[src/verilog/adcc_pkg.sv]
// Purpose: Shared constants for the converter control block
// Assumes: 250 MHz system clock
// Notes:   Mode register bit positions and timing counts
package adcc_pkg;
	localparam int          CLK_MHZ        = 250;
	localparam int          MODE_START_POS = 7;
	localparam int          MODE_ENABLE_POS = 0;
	localparam logic [7:0]  MODE_RESET     = 8'h00;
	localparam logic [1:0]  CHAN_RESET     = 2'h0;
	localparam logic [9:0]  RESULT_RESET   = 10'h000;
	localparam int          SETTLE_US      = 1;
	localparam int          SETTLE_CYCLES  = SETTLE_US * CLK_MHZ;
	localparam int          SAMPLE_CYCLES  = 8;
	localparam int          RES_BITS       = 10;
	localparam int          CNT_W          = 9;
	typedef enum logic [1:0] {ADCC_OFF, ADCC_WAIT, ADCC_SAMPLE, ADCC_CONVERT} adcc_state_t;
endpackage

[src/verilog/adcc_sar.sv]
// Purpose: Successive-approximation step engine for one conversion
// Assumes: Comparator input already synchronised by the caller
// Notes:   Ten steps, MSB first; restart reloads it with only the MSB set
`timescale 1ns/1ps
module adcc_sar (
	input  wire logic                           clock,
	input  wire logic                           rst_n,
	input  wire logic                           go,
	input  wire logic                           abort,
	input  wire logic                           cmp_high,
	output logic [adcc_pkg::RES_BITS-1:0]       sar,
	output logic                                done
);
	import adcc_pkg::*;
	logic [3:0] bit_idx;
	logic       busy;

	always_ff @(posedge clock or negedge rst_n) begin
		if (!rst_n) begin
			sar <= RESULT_RESET;
			bit_idx <= 4'h0;
			busy <= 1'b0;
			done <= 1'b0;
		end else begin
			done <= 1'b0;
			if (abort) begin
				busy <= 1'b0;
			end else if (go) begin
				busy <= 1'b1;
				bit_idx <= 4'(RES_BITS - 1);
				sar <= 10'h200;
			end else if (busy) begin
				if (!cmp_high)
					sar[bit_idx] <= 1'b0;
				if (bit_idx == 4'h0) begin
					busy <= 1'b0;
					done <= 1'b1;
				end else begin
					sar[bit_idx - 4'h1] <= 1'b1;
					bit_idx <= bit_idx - 4'h1;
				end
			end
		end
	end
endmodule

[src/verilog/adcc_ctrl.sv]
// Purpose: Converter control: registers, conflicts, flag, power state
// Assumes: CPU strobes are on the same clock; comparator is a pin input
// Notes:   Mode and channel registers written through plain strobes
//
// Notes on behaviour
// - Result read coinciding with store returns old value, store lands after.
// - Mode or channel write at store time wins; store and interrupt dropped.
// - Channel rewrite never clears the conversion-end flag.
// - First result after early start is suspect; software discards it.
// - Software reads result before writing mode or channel.
// - Start 0 with enable 1 holds a waiting state, comparator only powered.
// - Conversion period spans sampling through result, sampling included.
// - Full result holds ten bits in sixteen; high result holds top eight.
// - Mode or channel write during conversion aborts and restarts if started.
// - Each completion without a coinciding mode or channel write stores result, raises request, and starts again.
`timescale 1ns/1ps
module adcc_ctrl (
	input  wire logic        clock,
	input  wire logic        rst_n,
	input  wire logic        mode_we,
	input  wire logic [7:0]  mode_wdata,
	input  wire logic        chan_we,
	input  wire logic [1:0]  chan_wdata,
	input  wire logic        result_re,
	input  wire logic        flag_clear,
	input  wire logic        comparator_in,
	output logic [7:0]       converter_mode_register,
	output logic [1:0]       channel_select_register,
	output logic [15:0]      result_register_full,
	output logic [7:0]       result_register_high,
	output logic             conversion_end_request_flag,
	output logic             conversion_end_interrupt,
	output logic             comparator_power,
	output logic             sample_switch,
	output logic             converting,
	output logic             first_result_suspect
);
	import adcc_pkg::*;

	// ----------------------------------------
	// Input synchroniser and state
	// ----------------------------------------
	logic                  cmp_meta;
	logic                  cmp_sync;
	adcc_state_t           state;
	logic [CNT_W-1:0]      count;
	logic                  sar_go;
	logic                  sar_done;
	logic [RES_BITS-1:0]   sar_value;
	logic                  pending;
	logic [RES_BITS-1:0]   pending_value;
	logic                  cfg_write;
	logic                  start_bit;
	logic                  enable_bit;
	logic [CNT_W-1:0]      settle_cnt;
	logic                  store_now;

	assign cfg_write  = mode_we | chan_we;
	assign start_bit  = converter_mode_register[MODE_START_POS];
	assign enable_bit = converter_mode_register[MODE_ENABLE_POS];
	assign store_now  = sar_done & ~cfg_write;

	always_ff @(posedge clock or negedge rst_n) begin
		if (!rst_n) begin
			cmp_meta <= 1'b0;
			cmp_sync <= 1'b0;
		end else begin
			cmp_meta <= comparator_in;
			cmp_sync <= cmp_meta;
		end
	end

	// ----------------------------------------
	// Control registers
	// ----------------------------------------
	always_ff @(posedge clock or negedge rst_n) begin
		if (!rst_n) begin
			converter_mode_register <= MODE_RESET;
			channel_select_register <= CHAN_RESET;
		end else begin
			if (mode_we)
				converter_mode_register <= mode_wdata;
			if (chan_we)
				channel_select_register <= chan_wdata;
		end
	end

	// ----------------------------------------
	// Conversion sequencer
	// ----------------------------------------
	always_ff @(posedge clock or negedge rst_n) begin
		if (!rst_n) begin
			state <= ADCC_OFF;
			count <= '0;
			sar_go <= 1'b0;
		end else begin
			sar_go <= 1'b0;
			if (!enable_bit && !start_bit) begin
				state <= ADCC_OFF;
			end else if (cfg_write || !start_bit) begin
				state <= ADCC_WAIT;
			end else begin
				case (state)
					ADCC_OFF, ADCC_WAIT: begin
						state <= ADCC_SAMPLE;
						count <= '0;
					end
					ADCC_SAMPLE: begin
						if (count == CNT_W'(SAMPLE_CYCLES - 1)) begin
							state <= ADCC_CONVERT;
							sar_go <= 1'b1;
						end else begin
							count <= count + 1'b1;
						end
					end
					ADCC_CONVERT: begin
						if (sar_done) begin
							state <= ADCC_SAMPLE;
							count <= '0;
						end
					end
					default: state <= ADCC_OFF;
				endcase
			end
		end
	end

	adcc_sar u_sar (
		.clock    (clock),
		.rst_n    (rst_n),
		.go       (sar_go),
		.abort    (cfg_write | ~start_bit),
		.cmp_high (cmp_sync),
		.sar      (sar_value),
		.done     (sar_done)
	);

	// ----------------------------------------
	// Result store with read priority
	// ----------------------------------------
	always_ff @(posedge clock or negedge rst_n) begin
		if (!rst_n) begin
			result_register_full <= 16'h0000;
			result_register_high <= 8'h00;
			pending <= 1'b0;
			pending_value <= RESULT_RESET;
		end else if (store_now && result_re) begin
			pending <= 1'b1;
			pending_value <= sar_value;
		// Register writes leave the results as they were
		end else if (store_now || (pending && !result_re)) begin
			pending <= 1'b0;
			result_register_full <= {6'h00, store_now ? sar_value : pending_value};
			result_register_high <= store_now ? sar_value[9:2] : pending_value[9:2];
		end
	end

	// ----------------------------------------
	// Request flag and interrupt pulse
	// ----------------------------------------
	always_ff @(posedge clock or negedge rst_n) begin
		if (!rst_n) begin
			conversion_end_request_flag <= 1'b0;
			conversion_end_interrupt <= 1'b0;
		end else begin
			conversion_end_interrupt <= store_now;
			// Channel writes leave the flag alone; set beats clear
			if (store_now)
				conversion_end_request_flag <= 1'b1;
			else if (flag_clear)
				conversion_end_request_flag <= 1'b0;
		end
	end

	// ----------------------------------------
	// Power and status outputs
	// ----------------------------------------
	always_ff @(posedge clock or negedge rst_n) begin
		if (!rst_n) begin
			comparator_power <= 1'b0;
			sample_switch <= 1'b0;
			converting <= 1'b0;
			settle_cnt <= '0;
			first_result_suspect <= 1'b0;
		end else begin
			comparator_power <= enable_bit | start_bit;
			sample_switch <= (state == ADCC_SAMPLE) && start_bit && !cfg_write;
			converting <= (state == ADCC_SAMPLE) || (state == ADCC_CONVERT);
			if (!enable_bit)
				settle_cnt <= '0;
			else if (settle_cnt != CNT_W'(SETTLE_CYCLES))
				settle_cnt <= settle_cnt + 1'b1;
			if (state == ADCC_WAIT || state == ADCC_OFF)
				first_result_suspect <= start_bit && settle_cnt != CNT_W'(SETTLE_CYCLES);
			else if (store_now)
				first_result_suspect <= 1'b0;
		end
	end
endmodule

[config.mk]
export PLATFORM = sky130hd
export DESIGN_NAME = adcc_ctrl
export DESIGN_NICKNAME = d
export VERILOG_FILES = /design/src/verilog/adcc_pkg.sv /design/src/verilog/adcc_sar.sv /design/src/verilog/adcc_ctrl.sv
export SDC_FILE = /design/constraint.sdc
export NUM_CORES = 1
export LEC_CHECK = 0
export ABC_AREA = 0
export BUFFER_PORTS_ARGS = -buffer_cell sky130_fd_sc_hd__buf_2
export CAP_MARGIN = 20
export CORE_MARGIN = 2
export CORE_UTILIZATION = 40
export CTS_BUF_LIST = sky130_fd_sc_hd__clkbuf_4
export CTS_CLUSTER_DIAMETER = 100
export CTS_CLUSTER_SIZE = 14
export DETAILED_ROUTE_END_ITERATION = 7
export GPL_ROUTABILITY_DRIVEN = 1
export PLACE_DENSITY_LB_ADDON = 0.3
export RECOVER_POWER = 50
export SLEW_MARGIN = 20
export SYNTH_ARGS = -nofsm -noshare
export SYNTH_HDL_FRONTEND = slang
export SYNTH_SLANG_ARGS = --single-unit
[constraint.sdc]
create_clock -name clock -period 1.98 [get_ports clock]
set_input_delay 0.396 -clock clock [delete_from_list [all_inputs] [get_ports clock]]
set_output_delay 0.396 -clock clock [all_outputs]
set_load 0.01 [all_outputs]
Word level (Yosys, flattened, before mapping)

Cells that the tools add are included.

Register bits: 84
Output and inout port bits: 40

Reduce and logical (&&, ||, !) cells: 28
$lt $le $gt $ge: 4
Bitwise operators: 13
$add $sub $neg: 3
Equal/unequal tests: 11
Multiplexer cells: 44

Operators with widths:

| operator            | number |
|---|---|
| $mux 10             | 8 |
| $mux 9              | 4 |
| $pmux 9 s3          | 1 |
| $mux 1              | 20 |
| $add 9x1->9 const B | 2 |
| $mux 4              | 3 |
| $and 10x10->10      | 1 |
| $lt 4x5->1 const B  | 2 |
| $not 10->10         | 1 |
| $or 10x10->10       | 1 |
| $eq 9x3->1 const B  | 1 |
| $ne 9x8->1 const B  | 1 |
| $demux 1 s4         | 2 |
| $ge 4x1->1 const B  | 2 |
| $logic_and 1x1->1   | 8 |
| $mux 2              | 4 |
| $mux 8              | 1 |
| $reduce_bool 2->1   | 4 |
| $not 1->1           | 6 |
| $pmux 2 s3          | 1 |
| $reduce_and 2->1    | 3 |
| $eq 2x2->1 const B  | 2 |
| $logic_not 1->1     | 4 |
| $logic_not 4->1     | 1 |
| other kinds (13)    | 20 |

Depth between registers and ports, before layout

Depth in word-level cells: 14
Gate-level depth with buffers: 7
Gate-level depth less buffers: 6

By module

From an unflattened synthesis, not the netlist that was laid out.

Cell total of the unflattened synthesis: 321
Area, all modules: 3,651.0 µm²

By module, submodules not included:

| module    | area an instance (µm²) | times used | cells each | seq. area each (µm²) |
|---|---|---|---|---|
| adcc_ctrl | 2,722.6                | 1          | 225        | 1,501.4 |
| adcc_sar  | 928.4                  | 1          | 96         | 400.4 |

Worst setup path after synthesis

Ideal clock, no wire load.

Path kind: reg-to-reg
Start: register count[5]
End: register count[1]
Required time: 1.859 ns
Slack: 0.119 ns
Stages on the path, launching flop included: 5
Arrival: 1.739 ns
Library setup time: 0.121 ns
Path through: dfrtp_1 > or4_1 > or4_1 > buf_6 > a32o_2

Word-level cells in the longest chain between the ends: 3

RTL lines:

| what                       | line             | RTL |
|---|---|---|
| from (decl)                | adcc_ctrl.sv:46  | `logic [CNT_W-1:0] count;` |
| from (signal assigned)     | adcc_ctrl.sv:113 | `count <= count + 1'b1;` |
| $eq 9x3->1                 | adcc_ctrl.sv:109 | `if (count == CNT_W'(SAMPLE_CYCLES - 1)) begin` |
| $ne 2x2->1 (no line)       | --               |  |
| $reduce_and 4->1 (no line) | --               |  |

Every way passes these cells.
A chain may end at the register's enable or synchronous reset.

Worst setup path after layout

Start: register count[5]
End: register count[0]

Same word-level chain as after synthesis.

==> metrics.txt <==
Pleak=0.00202 uW; largest net degree at the start of global routing=44; Port Buffers=50; maxcap violations=0; Antenna Diode Count=0; critical path capture point type=flop; HP Class=primary input to flop; cells on worst reg2reg path=4; Clock transition at path regs=0.11 ns; Total Routing Usage GR=15.0%; clock power share=32.7%; worst hold slack=0.0982 ns; post-route design area=4190 um^2; initial antenna violation count=0; worst slew pin tran=0.817 ns; reg-to-reg slack, setup=0.15 ns; H-tree Lvls=3; die width=99.3 um; most common flop cell mapped by yosys=dfrtp_1; Tmin final=1.83 ns; clock buffer depth=2; CTS tree=done; RSZ-0062 raised after global routing=no; fill cell count=820; register share of total power=60.0%; Core Footprint=8760 um^2; Setup crit start kind=flop; Die Height=99.3 um; P&R area growth vs syn=15.3%; worst vdd ir=0.414 mV; ANT nets after route=0; top cells by count, synth=dfrtp_1, nand2_1, o21ai_0; Avg Inst Size Synth=11.0 um^2; CTS root buf=clkbuf_4; count leader, synth=dfrtp_1; combinational share of power=7.3%; Final setup viols=0; Final Skew=0.0108 ns; # Post-CTS Setup Buffers=0; worst skew pair latency=0.41 ns; f_max=547 MHz; top cells by area, synth=dfrtp_1, mux2_2, o21ai_0, nand2_1, buf_4; total power per unit cell area=647 nW/um^2; Net Sw Frac=23.5%; Synth Instances=331; Die Area=9860 um^2; WL final=6.95 mm; first-pass GRT wire length=11.9 mm; Vias/cell=5.20; final setup TNS=0 ns; nets@finish=416; layout cells sized above 1=30.1%; Hold Violations, Final=0; Synth area leader=dfrtp_1; status=complete, no violations; hold-critical path depth=1; Initial Util=41.4%; fin crit share=92.4%; Cell variety after synth=62; TritonRoute pass-1 iters=4; Sw Pwr=637 uW; Netlist Area Pre-Place=3630 um^2; Pins Over Slew Limit=0; Num CTS Buffers=9; synth warn=0; placed instance area=4050 um^2; via count=2,614; total gr overflow=0; number of global-route vias before repair=2,514; clock sinks=76; headroom to the max-slew limit=45.6%; asr flop ratio synth=100%; Synth top area share=52.4%; sequential-to-total area share from yosys stat=52.4%; FF+latch count, synth=76; DRT iter0 DRCs=121; WL/cell=13.8 um; crit path kind=flop to flop; critical path arrival=2.13 ns; number of core rows=34; Ports=57; Placer Congestion=0.853; Power Internal=2070 uW; # DRC=0; Critical Path RT=2.28 ns; HPWL after detailed placement=5.19 mm; Post-synth EDFFs=0; crit path max fanout=7
-- routing by layer --
layer | vias up | GRT usage [%] | part of all wire, %
li1 | 1281 | - | -
met2 | 64 | 25.8 | 51
met3 | 8 | 4.64 | 4.0
met5 | - | 0 | 0
met1 | 1261 | 18.4 | 44
met4 | 0 | 3.48 | 0.96
-- flip-flops by register name, indices dropped and copies added (netlist names), 2 cells and up --
register and cells:
pending_value 10, u_sar.sar 10, count 9, settle_cnt 9, converter_mode_register 8, result_register_high 8, u_sar.bit_idx 4, channel_select_register 2
result_register_full 2, state 2
-- what timing repair did --
item / in CTS / in global routing
setup endpoints to repair: 0 / 2
endpoints found under the hold margin: 33 / 0
hold buffers: 1 / 0
gates resized for setup: 0 / 1
-- layout make-up --
cell class	count	area, um^2	area share [%]
Sequential cell	76	1900	45.4
Timing Repair Buffer	75	449	10.7
Clock buffer	10	75.1	1.79
Inverter	8	30.0	0.717
Clock inverter	5	53.8	1.29
Tap cell	108	135	3.23
Multi-Input combinational cell	221	1540	36.8
-- placed cells by master (no fill, tap or decap), drive strengths merged, types with 9 or more instances in the layout --
cell type / Yosys / routed
buf: 20 / 72
mux2: 21 / 21
a21oi: 10 / 10
dfrtp: 76 / 76
nand2: 32 / 32
nor2: 9 / 9
clkbuf: 11 / 12
o21ai: 32 / 32
mux2i: 10 / 10
nand3: 11 / 11
-- cells by family after synthesis --
family | after synthesis | share of synthesized area (%)
AND/OR/NAND/NOR | 99 | 15.4
flip-flops | 76 | 52.4
AO/OA/AOI/OAI | 70 | 12.5
buffers and inverters | 39 | 5.82
multiplexers | 31 | 9.27
adder cells (fa/ha/maj) | 8 | 2.76
XOR/XNOR | 7 | 1.69
other | 1 | 0.103
-- stage by stage --
step	std cells	power, uW	utilization, %	setup slack (ns)
after floorplan	336	1760	-	0.119
after global placement	487	1850	46.3	0.0797
after detailed placement	487	1860	46.3	0.0520
after CTS	503	2770	47.8	0.0356
after global routing	503	2850	47.8	0.0329
final	503	2710	47.8	0.151
-- power groups by stage --
stage,combinational [uW],sequential [uW],clock (uW)
final,197,1630,887
after global routing,221,1630,999
after CTS,207,1630,936
after detailed placement,205,1660,0
after global placement,200,1650,0
after floorplan,93.7,1660,0
-- worst paths after layout --
| kind | from | endpoint |
|---|---|---|
| hold reg to reg | cmp_meta | cmp_sync |
| max in group asynchronous | rst_n | count[1] |
| setup reg to reg | count[5] | count[0] |
| hold / removal | comparator_in | cmp_meta |
| min in group asynchronous | rst_n | result_register_high[6] |
| setup / recovery | count[5] | count[0] |
-- worst max-delay path, stage by stage, from the launching register on --
cell and delay, ns:
dfrtp_1 0.38, or4_1 0.55, or4_4 0.50, nand3b_4 0.10, a21bo_1 0.20
(Power assumes the default switching activity.)
